===== config.mk =====
export PLATFORM = sky130hd
export DESIGN_NAME = hmb_top
export DESIGN_NICKNAME = d
export VERILOG_FILES = /design/src/pkg/hmb_pkg.sv /design/src/pkg/hmb_if.sv /design/src/hdl/hmb_counter.sv /design/src/hdl/hmb_snapshot.sv /design/src/hdl/hmb_top.sv
export VERILOG_INCLUDE_DIRS = /design/src /design/src/pkg
export SDC_FILE = /design/constraint.sdc
export NUM_CORES = 1
export LEC_CHECK = 0
export CAP_MARGIN = 20
export CORE_MARGIN = 1
export CORE_UTILIZATION = 45
export CTS_CLUSTER_SIZE = 25
export DETAILED_ROUTE_END_ITERATION = 12
export DONT_BUFFER_PORTS = 1
export HOLD_SLACK_MARGIN = 0.12
export PLACE_DENSITY = 0.58
export REMOVE_ABC_BUFFERS = 1
export SYNTH_ARGS = -nofsm -noshare
export SYNTH_HDL_FRONTEND = slang
export SYNTH_HIERARCHICAL = 1
export SYNTH_SLANG_ARGS = --single-unit
export TNS_END_PERCENT = 1

===== constraint.sdc =====
create_clock -name clk -period 4.8 [get_ports clk]
set_input_delay 0.48 -clock clk [delete_from_list [all_inputs] [get_ports clk]]
set_output_delay 0.48 -clock clk [all_outputs]
set_load 0.03 [all_outputs]

===== src/pkg/hmb_defs.svh =====
// Constants of the health message builder: offsets, fields, codes, timing
`ifndef HMB_DEFS_SVH
`define HMB_DEFS_SVH
// Register byte offsets, message window at MSG + 4 * word index
`define HMB_OFF_CTRL 8'h00
`define HMB_OFF_THRESH 8'h04
`define HMB_OFF_STATUS 8'h08
`define HMB_OFF_ERRCODE 8'h0C
`define HMB_MSG_SEL 2'h1
// Control and status register fields
`define HMB_CTRL_MODE_LSB 0
`define HMB_CTRL_SAFE_BIT 2
`define HMB_CTRL_TEC_BIT 3
`define HMB_CTRL_ISU_BIT 4
`define HMB_STATUS_ERR_BIT 8
// Reset values
`define HMB_THRESH_RST 16'h0000
`define HMB_ERRCODE_RST 8'h00
// Message type and mode encodings
`define HMB_TYPE_STD 2'h0
`define HMB_TYPE_SAFE 2'h3
`define HMB_MODE_STANDBY_STATE 2'h0
`define HMB_MODE_PREPARATION_STATE 2'h1
`define HMB_MODE_MEASUREMENT_STATE 2'h2
`define HMB_MODE_BAD 2'h3
// Bus command decode
`define HMB_RT_ADDR 5'h19
`define HMB_WORD_COUNT 5'h10
`define HMB_SUBADDR_A 5'h01
`define HMB_SUBADDR_B 5'h02
`define HMB_LAST_IDX 4'hF
// Timing
`define HMB_REQ_PERIOD_S 32
`define HMB_LAT_MS 10
`define HMB_CLK_KHZ 40000
`endif


===== src/pkg/hmb_pkg.sv =====
// Types shared by the health message builder modules
package hmb_pkg;
  typedef logic [15:0] hmb_word_t;
  typedef enum logic [2:0] {
    HMB_IDLE = 3'b001,
    HMB_STAT = 3'b010,
    HMB_DATA = 3'b100
  } hmb_state_t;
  typedef struct packed {
    hmb_state_t st;
    logic [3:0] idx;
    logic [15:0] tx_data;
    logic tx_valid;
    logic tx_last;
    logic done;
    logic [1:0] mode;
    logic safe;
    logic tec_cool;
    logic isu_pwr;
    logic [15:0] thresh;
    logic err;
    logic [7:0] err_code;
    logic [15:0] err_ts;
    logic [31:0] rd_data;
  } hmb_top_state_t;
  typedef struct packed {
    logic [7:0] count;
  } hmb_cnt_state_t;
  typedef struct packed {
    hmb_word_t [15:0] mem;
  } hmb_snap_state_t;
endpackage


===== src/pkg/hmb_if.sv =====
// Carrier between the message builder and its snapshot store
`timescale 1ns/1ps
interface hmb_if;
  import hmb_pkg::*;
  logic capture;
  hmb_word_t [15:0] live;
  logic [3:0] idx;
  hmb_word_t word;
  logic [3:0] reg_idx;
  hmb_word_t reg_word;
  modport owner(output capture, live, idx, reg_idx, input word, reg_word);
  modport store(input capture, live, idx, reg_idx, output word, reg_word);
endinterface


===== src/hdl/hmb_counter.sv =====
// Eight-bit message counter bumped after each completed transfer
`timescale 1ns/1ps
`include "hmb_defs.svh"
module hmb_counter
  import hmb_pkg::*;
(
  input wire logic clk,
  input wire logic arst_n,
  input wire logic bump,
  output logic [7:0] count
);
  hmb_cnt_state_t state_reg;
  hmb_cnt_state_t state_next;

  // Wraps at 255; one step per finished transfer
  always_comb begin
    state_next = state_reg;
    if (bump) begin
      state_next.count = state_reg.count + 8'h01;
    end
  end

  // Counter flop
  always_ff @(posedge clk or negedge arst_n) begin
    if (!arst_n) begin
      state_reg <= '0;
    end else begin
      state_reg <= state_next;
    end
  end

  assign count = state_reg.count;
endmodule


===== src/hdl/hmb_snapshot.sv =====
// Snapshot store holding the sixteen message words of one transfer
`timescale 1ns/1ps
module hmb_snapshot
  import hmb_pkg::*;
(
  input wire logic clk,
  input wire logic arst_n,
  hmb_if.store hm
);
  hmb_snap_state_t state_reg;
  hmb_snap_state_t state_next;

  // Whole message taken in one edge so a transfer never mixes two samples
  always_comb begin
    state_next = state_reg;
    if (hm.capture) begin
      state_next.mem = hm.live;
    end
  end

  // Storage
  always_ff @(posedge clk or negedge arst_n) begin
    if (!arst_n) begin
      state_reg <= '0;
    end else begin
      state_reg <= state_next;
    end
  end

  // Indexed reads for the transmitter and for software
  assign hm.word = state_reg.mem[hm.idx];
  assign hm.reg_word = state_reg.mem[hm.reg_idx];
endmodule


===== src/hdl/hmb_top.sv =====
// Health message builder: packs, snapshots and streams the sixteen-word message
// How it works
// - Message is sixteen 16-bit words, always ready in every mode.
// - Multi-byte fields big-endian: high byte upper half, high word first.
// - Word zero: status byte high, message counter low.
// - Words one to five: the five temperatures in fixed order.
// - Word six: cooler current high byte, cooler voltage low byte.
// - Words seven to ten: supply voltages then currents, byte pairs.
// - Words 11-12 timestamp, 13-14 CPU monitor bytes, 15 spare.
// - Status byte: type, polarity, power, low temp, error, mode.
// - Type is 00 standard or 11 safe, never 01 or 10.
// - Polarity flag is 1 while cooling, 0 while heating.
// - Power flag is 1 when sensor powered and heater off.
// - Low-temperature flag set while sensor board below threshold.
// - Error flag makes first three CPU monitor bytes an error report.
// - Mode 00 standby, 01 preparation, 10 measurement, never 11.
// - Error report: timestamp 31:24, timestamp 23:16, then error code.
// - Counter advances after each transfer, within 10 ms.
// - Fetch is a transmit to terminal 11001, count 16; status then data.
`timescale 1ns/1ps
`include "hmb_defs.svh"
module hmb_top
  import hmb_pkg::*;
#(
  parameter int LAT_CYCLES = `HMB_LAT_MS * `HMB_CLK_KHZ
)
(
  input wire logic clk,
  input wire logic arst_n,
  input wire logic [7:0] reg_addr,
  input wire logic [31:0] reg_wdata,
  input wire logic reg_wr,
  input wire logic reg_rd,
  output logic [31:0] reg_rdata,
  input wire logic cmd_valid,
  input wire logic [15:0] cmd_word,
  input wire logic tx_ready,
  output logic tx_valid,
  output logic [15:0] tx_data,
  output logic tx_last,
  input wire logic [15:0] photodiode_array_temp,
  input wire logic [15:0] cooling_console_temp,
  input wire logic [15:0] quartz_body_temp,
  input wire logic [15:0] sensor_board_temp,
  input wire logic [15:0] power_board_temp,
  input wire logic [7:0] cooler_current,
  input wire logic [7:0] cooler_voltage,
  input wire logic [7:0] digital_5v_voltage,
  input wire logic [7:0] analog_5v_voltage,
  input wire logic [7:0] rail_3v3_voltage,
  input wire logic [7:0] rail_1v5_voltage,
  input wire logic [7:0] digital_5v_current,
  input wire logic [7:0] analog_5v_current,
  input wire logic [7:0] rail_3v3_current,
  input wire logic [7:0] rail_1v5_current,
  input wire logic [31:0] timestamp,
  input wire logic [7:0] cpu_monitor_byte_1,
  input wire logic [7:0] cpu_monitor_byte_2,
  input wire logic [7:0] cpu_monitor_byte_4,
  input wire logic err_event,
  input wire logic [7:0] err_code,
  output logic [7:0] message_counter
);
  hmb_top_state_t state_reg;
  hmb_top_state_t state_next;
  hmb_if hm();
  logic cmd_ok;
  logic low_temp;
  logic [7:0] status_byte;
  logic [1:0] msg_type;
  logic [7:0] count_now;
  hmb_word_t status_word;

  // Byte pair in bus order, more significant byte in the upper half
  function automatic hmb_word_t pack2(input logic [7:0] hi, input logic [7:0] lo);
    pack2 = {hi, lo};
  endfunction

  // True for a transmit of sixteen words to our terminal on a message subaddress
  function automatic logic cmd_match(input logic [15:0] w);
    logic sa_ok;
    sa_ok = (w[9:5] == `HMB_SUBADDR_A) || (w[9:5] == `HMB_SUBADDR_B);
    cmd_match = (w[15:11] == `HMB_RT_ADDR) && w[10] && sa_ok &&
      (w[4:0] == `HMB_WORD_COUNT);
  endfunction

  // Store and counter
  hmb_snapshot u_snap (
    .clk(clk),
    .arst_n(arst_n),
    .hm(hm)
  );

  hmb_counter u_cnt (
    .clk(clk),
    .arst_n(arst_n),
    .bump(state_reg.done),
    .count(message_counter)
  );

  // Status byte; type is one control bit so the undefined codes cannot arise
  assign low_temp = sensor_board_temp < state_reg.thresh;
  assign msg_type = state_reg.safe ? `HMB_TYPE_SAFE : `HMB_TYPE_STD;
  assign status_byte = {msg_type, state_reg.tec_cool, state_reg.isu_pwr,
    low_temp, state_reg.err, state_reg.mode};
  assign status_word = {`HMB_RT_ADDR, 11'h000};
  // A fetch taken in the cycle the counter bumps must carry the new count
  assign count_now = message_counter + {7'h00, state_reg.done};
  assign cmd_ok = cmd_valid && cmd_match(cmd_word);

  // Live message layout, sampled into the store at each accepted fetch
  assign hm.live[0] = pack2(status_byte, count_now);
  assign hm.live[1] = photodiode_array_temp;
  assign hm.live[2] = cooling_console_temp;
  assign hm.live[3] = quartz_body_temp;
  assign hm.live[4] = sensor_board_temp;
  assign hm.live[5] = power_board_temp;
  assign hm.live[6] = pack2(cooler_current, cooler_voltage);
  assign hm.live[7] = pack2(digital_5v_voltage, analog_5v_voltage);
  assign hm.live[8] = pack2(rail_3v3_voltage, rail_1v5_voltage);
  assign hm.live[9] = pack2(digital_5v_current, analog_5v_current);
  assign hm.live[10] = pack2(rail_3v3_current, rail_1v5_current);
  assign hm.live[11] = timestamp[31:16];
  assign hm.live[12] = timestamp[15:0];
  // Error report displaces the ordinary CPU bytes while the flag stands
  assign hm.live[13] = state_reg.err ? state_reg.err_ts :
    pack2(cpu_monitor_byte_1, cpu_monitor_byte_2);
  assign hm.live[14] = pack2(state_reg.err ? state_reg.err_code : 8'h00,
    cpu_monitor_byte_4);
  assign hm.live[15] = 16'h0000;

  // Snapshot taken only when idle so a busy store is never overwritten
  assign hm.capture = cmd_ok && (state_reg.st == HMB_IDLE);
  assign hm.idx = (state_reg.st == HMB_DATA) ? (state_reg.idx + 4'h1) : 4'h0;
  assign hm.reg_idx = reg_addr[5:2];

  // Next state: transmitter, register writes, error capture, read data
  always_comb begin
    state_next = state_reg;
    state_next.done = 1'b0;
    state_next.rd_data = 32'h0000_0000;
    case (state_reg.st)
      HMB_IDLE: begin
        if (hm.capture) begin
          state_next.st = HMB_STAT;
          state_next.tx_valid = 1'b1;
          state_next.tx_data = status_word;
          state_next.tx_last = 1'b0;
          state_next.idx = 4'h0;
        end
      end
      HMB_STAT: begin
        if (tx_ready) begin
          state_next.st = HMB_DATA;
          state_next.tx_data = hm.word;
          state_next.idx = 4'h0;
        end
      end
      HMB_DATA: begin
        if (tx_ready) begin
          if (state_reg.idx == `HMB_LAST_IDX) begin
            // Sixteenth data word taken: transfer over, counter bumps next
            state_next.st = HMB_IDLE;
            state_next.tx_valid = 1'b0;
            state_next.tx_last = 1'b0;
            state_next.tx_data = 16'h0000;
            state_next.done = 1'b1;
          end else begin
            state_next.idx = hm.idx;
            state_next.tx_data = hm.word;
            state_next.tx_last = (hm.idx == `HMB_LAST_IDX);
          end
        end
      end
      default: begin
        state_next.st = HMB_IDLE;
        state_next.tx_valid = 1'b0;
        state_next.tx_last = 1'b0;
      end
    endcase
    // Register writes
    if (reg_wr) begin
      case (reg_addr)
        `HMB_OFF_CTRL: begin
          // Undefined mode code is dropped, previous mode kept
          if (reg_wdata[`HMB_CTRL_MODE_LSB +: 2] != `HMB_MODE_BAD) begin
            state_next.mode = reg_wdata[`HMB_CTRL_MODE_LSB +: 2];
          end
          state_next.safe = reg_wdata[`HMB_CTRL_SAFE_BIT];
          state_next.tec_cool = reg_wdata[`HMB_CTRL_TEC_BIT];
          state_next.isu_pwr = reg_wdata[`HMB_CTRL_ISU_BIT];
        end
        `HMB_OFF_THRESH: begin
          state_next.thresh = reg_wdata[15:0];
        end
        `HMB_OFF_STATUS: begin
          if (reg_wdata[`HMB_STATUS_ERR_BIT]) begin
            state_next.err = 1'b0;
          end
        end
        default: begin
        end
      endcase
    end
    // New error after the clear so a same-cycle event survives
    if (err_event) begin
      state_next.err = 1'b1;
      state_next.err_code = err_code;
      state_next.err_ts = timestamp[31:16];
    end
    // Read data for exactly the cycle after the strobe
    if (reg_rd) begin
      case (reg_addr)
        `HMB_OFF_CTRL: begin
          state_next.rd_data = {27'h0, state_reg.isu_pwr, state_reg.tec_cool,
            state_reg.safe, state_reg.mode};
        end
        `HMB_OFF_THRESH: begin
          state_next.rd_data = {16'h0000, state_reg.thresh};
        end
        `HMB_OFF_STATUS: begin
          state_next.rd_data = {22'h0, (state_reg.st != HMB_IDLE), state_reg.err,
            message_counter};
        end
        `HMB_OFF_ERRCODE: begin
          state_next.rd_data = {state_reg.err_ts, 8'h00, state_reg.err_code};
        end
        default: begin
          if (reg_addr[7:6] == `HMB_MSG_SEL) begin
            state_next.rd_data = {16'h0000, hm.reg_word};
          end
        end
      endcase
    end
  end

  // State register
  always_ff @(posedge clk or negedge arst_n) begin
    if (!arst_n) begin
      state_reg <= '0;
      state_reg.st <= HMB_IDLE;
      state_reg.mode <= `HMB_MODE_STANDBY_STATE;
      state_reg.thresh <= `HMB_THRESH_RST;
      state_reg.err_code <= `HMB_ERRCODE_RST;
    end else begin
      state_reg <= state_next;
    end
  end

  // Outputs straight from flops
  assign reg_rdata = state_reg.rd_data;
  assign tx_valid = state_reg.tx_valid;
  assign tx_data = state_reg.tx_data;
  assign tx_last = state_reg.tx_last;

  // Checking helpers: data words per transfer, cycles waiting for the counter
  logic [4:0] chk_words;
  logic [31:0] chk_wait;
  logic [7:0] chk_cnt_seen;
  always_ff @(posedge clk or negedge arst_n) begin
    if (!arst_n) begin
      chk_words <= 5'h00;
      chk_wait <= 32'h0000_0000;
      chk_cnt_seen <= 8'h00;
    end else begin
      chk_cnt_seen <= message_counter;
      if (hm.capture) begin
        chk_words <= 5'h00;
      end else if ((state_reg.st == HMB_DATA) && tx_ready) begin
        chk_words <= chk_words + 5'h01;
      end
      // Waiting stops once the counter has moved, else it would grow forever
      if (state_reg.done) begin
        chk_wait <= 32'h0000_0001;
      end else if ((chk_wait != 32'h0) && (message_counter == chk_cnt_seen)) begin
        chk_wait <= chk_wait + 32'h1;
      end else begin
        chk_wait <= 32'h0000_0000;
      end
    end
  end
endmodule


==> results.yml <==
cells_and_area:
  largest_reg_flops: 256
  nFillCells: 3464
  final_net_count: 1799
  fin_util: 0.5483
  final_cell_mix: "dfrtp_1, mux2_2, dlygate4sd3_1"
  area_growth_pct: 20.18
  multiInputGateArea_um2: 9075
  final_common_cell: "dfrtp_1"
  seq_area_um2: 9210
  layout-drive-gt1-share: 0.3510
power_and_ir_drop:
  p_per_area_nw_per_um2: 299.3
  ir_worst_vdd_v: 0.0002575
  cellLeakagePower_nw: 10.45
  power_mw: 6.884
die:
  dieHeight_um: 208.2
  io_pins: 345
  initial_utilization: 0.4563
  die_w_um: 208.2
  core_um2: 41950
  fp.dieArea_um2: 43360
  rows: 75
synth:
  synthArstFlopShare: 1.000
  synth_area_um2: 19140
  synth_flop_cell: "dfrtp_1"
  syn_area_per_cell_um2: 14.41
  synth_area_leaders: "dfrtp_1, mux2_2, mux4_2, a22oi_1, mux4_1"
  synth-edff-count: 0
  ys.warnings.count: 6
  yosysTopAreaCell: "dfrtp_1"
  yosysSeqAreaShare: 0.4812
  synth_top_area_share: 0.4799
  ys_ff_latch: 368
  synth_cell_type_count: 56
  syn_inst: 1328
critical_path:
  cp-start-kind: "flop"
  critPathCaptureType: "flop"
  critPathMaxStageDelay_ns: 0.65
  cp_slowest_cell: "or3b_2"
  cp_max_fo: 32
  cp.arrival_ns: 3.80
  critPathLaunch: "state_reg[102]$_DFFE_PN0P_"
  r2r_start: "state_reg[102]$_DFFE_PN0P_"
  required_ns: 5.24
  worstSetupPathType: "flop to flop"
  worstPathCellList: "or3b_2 -> nor2_4 -> buf_12 -> mux4_1 -> a22oi_1 -> nand2_1 -> a22o_1"
clocking:
  htreeDepth: 2
  clk_pin_slew_worst_paths_ns: 0.06
  clock_sink_count: 368
  cts-root-buf: "clkbuf_16"
  numCtsBuffers: 43
  cts_setup_buffers: 0
  ctsResizeCount: 0
  cts_hold_buffers: 227
  clkLatencyLatePin_ns: 0.57
  cts_tree: "built"
  cts_max_path_buffers: 3
timing:
  fin_crit_ns: 3.354
  worstMarginPinSlew_ns: 1.941
  slew_violations: 197
  setup_viol: 0
  relSlewSlack: -0.2942
  max_clock_freq_mhz: 298.2
  clock_skew_ns: 0.01693
  post-route-period-util: 0.6987
  rsz0062_at_grt: "false"
  hold_ws_ns: -0.3879
  hold_viol: 222
routing:
  wl_per_cell_um: 26.63
  drc: 0
  viasPerCell: 5.859
  dr.pass1.iters: 4
  drt_iter0_markers: 815
  wl_um: 55120
  vias: 12130
  ant_nets: 0
placement:
  hpwl_um: 35160
  gp_routability_congestion: 0.8254
  port_buffers: 0
global_route:
  track_usage: 0.2581
  grt_pass1_wl_um: 82990
  overflow: 0
  first_global_vias: 13200
  antenna_found_initial: 8
  grt_max_degree: 369
job:
  cap_violations: 0
run_status:
  status: "finished, violations left"
  violations: "negative hold slack, max-slew violations"
worst_hold_path:
  hp-class: "primary input to async pin"
## through the flow
stage / TNS, ns / std cells / area [um^2] / setup slack, ns
finish: 0 / 2070 / 23000 / 1.446
global route: 0 / 2069 / 23000 / 1.266
CTS: 0 / 2063 / 22980 / 1.383
detailed placement: 0 / 1760 / 19240 / 1.402
global placement: 0 / 1760 / 19240 / 1.428
floorplan: -4086.44 / 1202 / 18320 / -15.71
## power by group
part / internal, mW / switching (mW)
clock network: 2.07 / 1.32
logic: 0.214 / 0.107
registers: 3.14 / 0.0368
total: 5.42 / 1.46
## final timing paths
check / depth (start not counted) / endpoint / slack (ns)
worst max-delay path: 7 / tx_data[4]$_DFFE_PN0P_ / 1.45
worst min-delay path: 0 / reg_rdata[30]$_DFF_PN0_ / -0.39
worst max register to register: 7 / tx_data[4]$_DFFE_PN0P_ / 1.45
worst min register to register: 1 / reg_rdata[20]$_DFF_PN0_ / 0.50
max in group asynchronous: 0 / tx_data[9]$_DFFE_PN0P_ / 3.64
min in group clk: 2 / hm.live[10]$_DFFE_PN0P_ / 0.16
## routing by layer
layer / part of all wire / up-vias / GRT usage / wire length (um)
met5: 0 / - / 0 / 0
met4: 0.031 / 0 / 0.1001 / 1736
met3: 0.065 / 75 / 0.06264 / 3584
met2: 0.48 / 372 / 0.4166 / 26420
met1: 0.42 / 6357 / 0.3364 / 23380
li1: - / 5324 / - / -
## logic make-up (layout without fill, tap and decap cells)
logic type / Yosys count / after routing / share of synthesized area
and+or+nand+nor: 176 / 176 / 0.04943
muxes: 452 / 452 / 0.3487
xor gates and xnor gates: 17 / 17 / 0.007780
DFF: 368 / 368 / 0.4812
buffers and inverters: 160 / 341 / 0.04923
AOI/OAI and AO/OA: 135 / 135 / 0.05099
adders and majority gates: 19 / 19 / 0.01242
other: 1 / 23 / 0.0001959
## cells in the mapped netlist, drive strengths merged (3+ instances only)
cell type  count
dfrtp        367
mux2         319
mux4         133
buf          115
a22oi         79
nand2         52
and2          30
clkbuf        24
nor2          23
nor2b         23
ha            19
inv           19
a22o          14
a21oi         13
o21ai         13
nor3          10
nand4          9
xnor2          9
xor2           8
nand3          7
a21o           5
nand2b         3
nand4b         3
## area by class of cell
cell class | instances | share of cell area
clock inverter | 9 | 0.005494
antenna | 7 | 0.0007616
tap | 539 | 0.02932
inverter | 19 | 0.003101
multi-input combinational | 815 | 0.3945
sequential | 368 | 0.4004
timing repair buffer | 246 | 0.1081
clock buffer | 67 | 0.05821
## critical path, delay by kind of cell, from the launching register on
family | cells | cell delay (ns)
AND/OR/NAND/NOR | 3 | 1.27
multiplexers | 1 | 0.62
AO/OA/AOI/OAI | 2 | 0.52
flip-flops | 1 | 0.45
buffers and inverters | 1 | 0.35
Note: power is estimated with default switching activity, not from simulation.
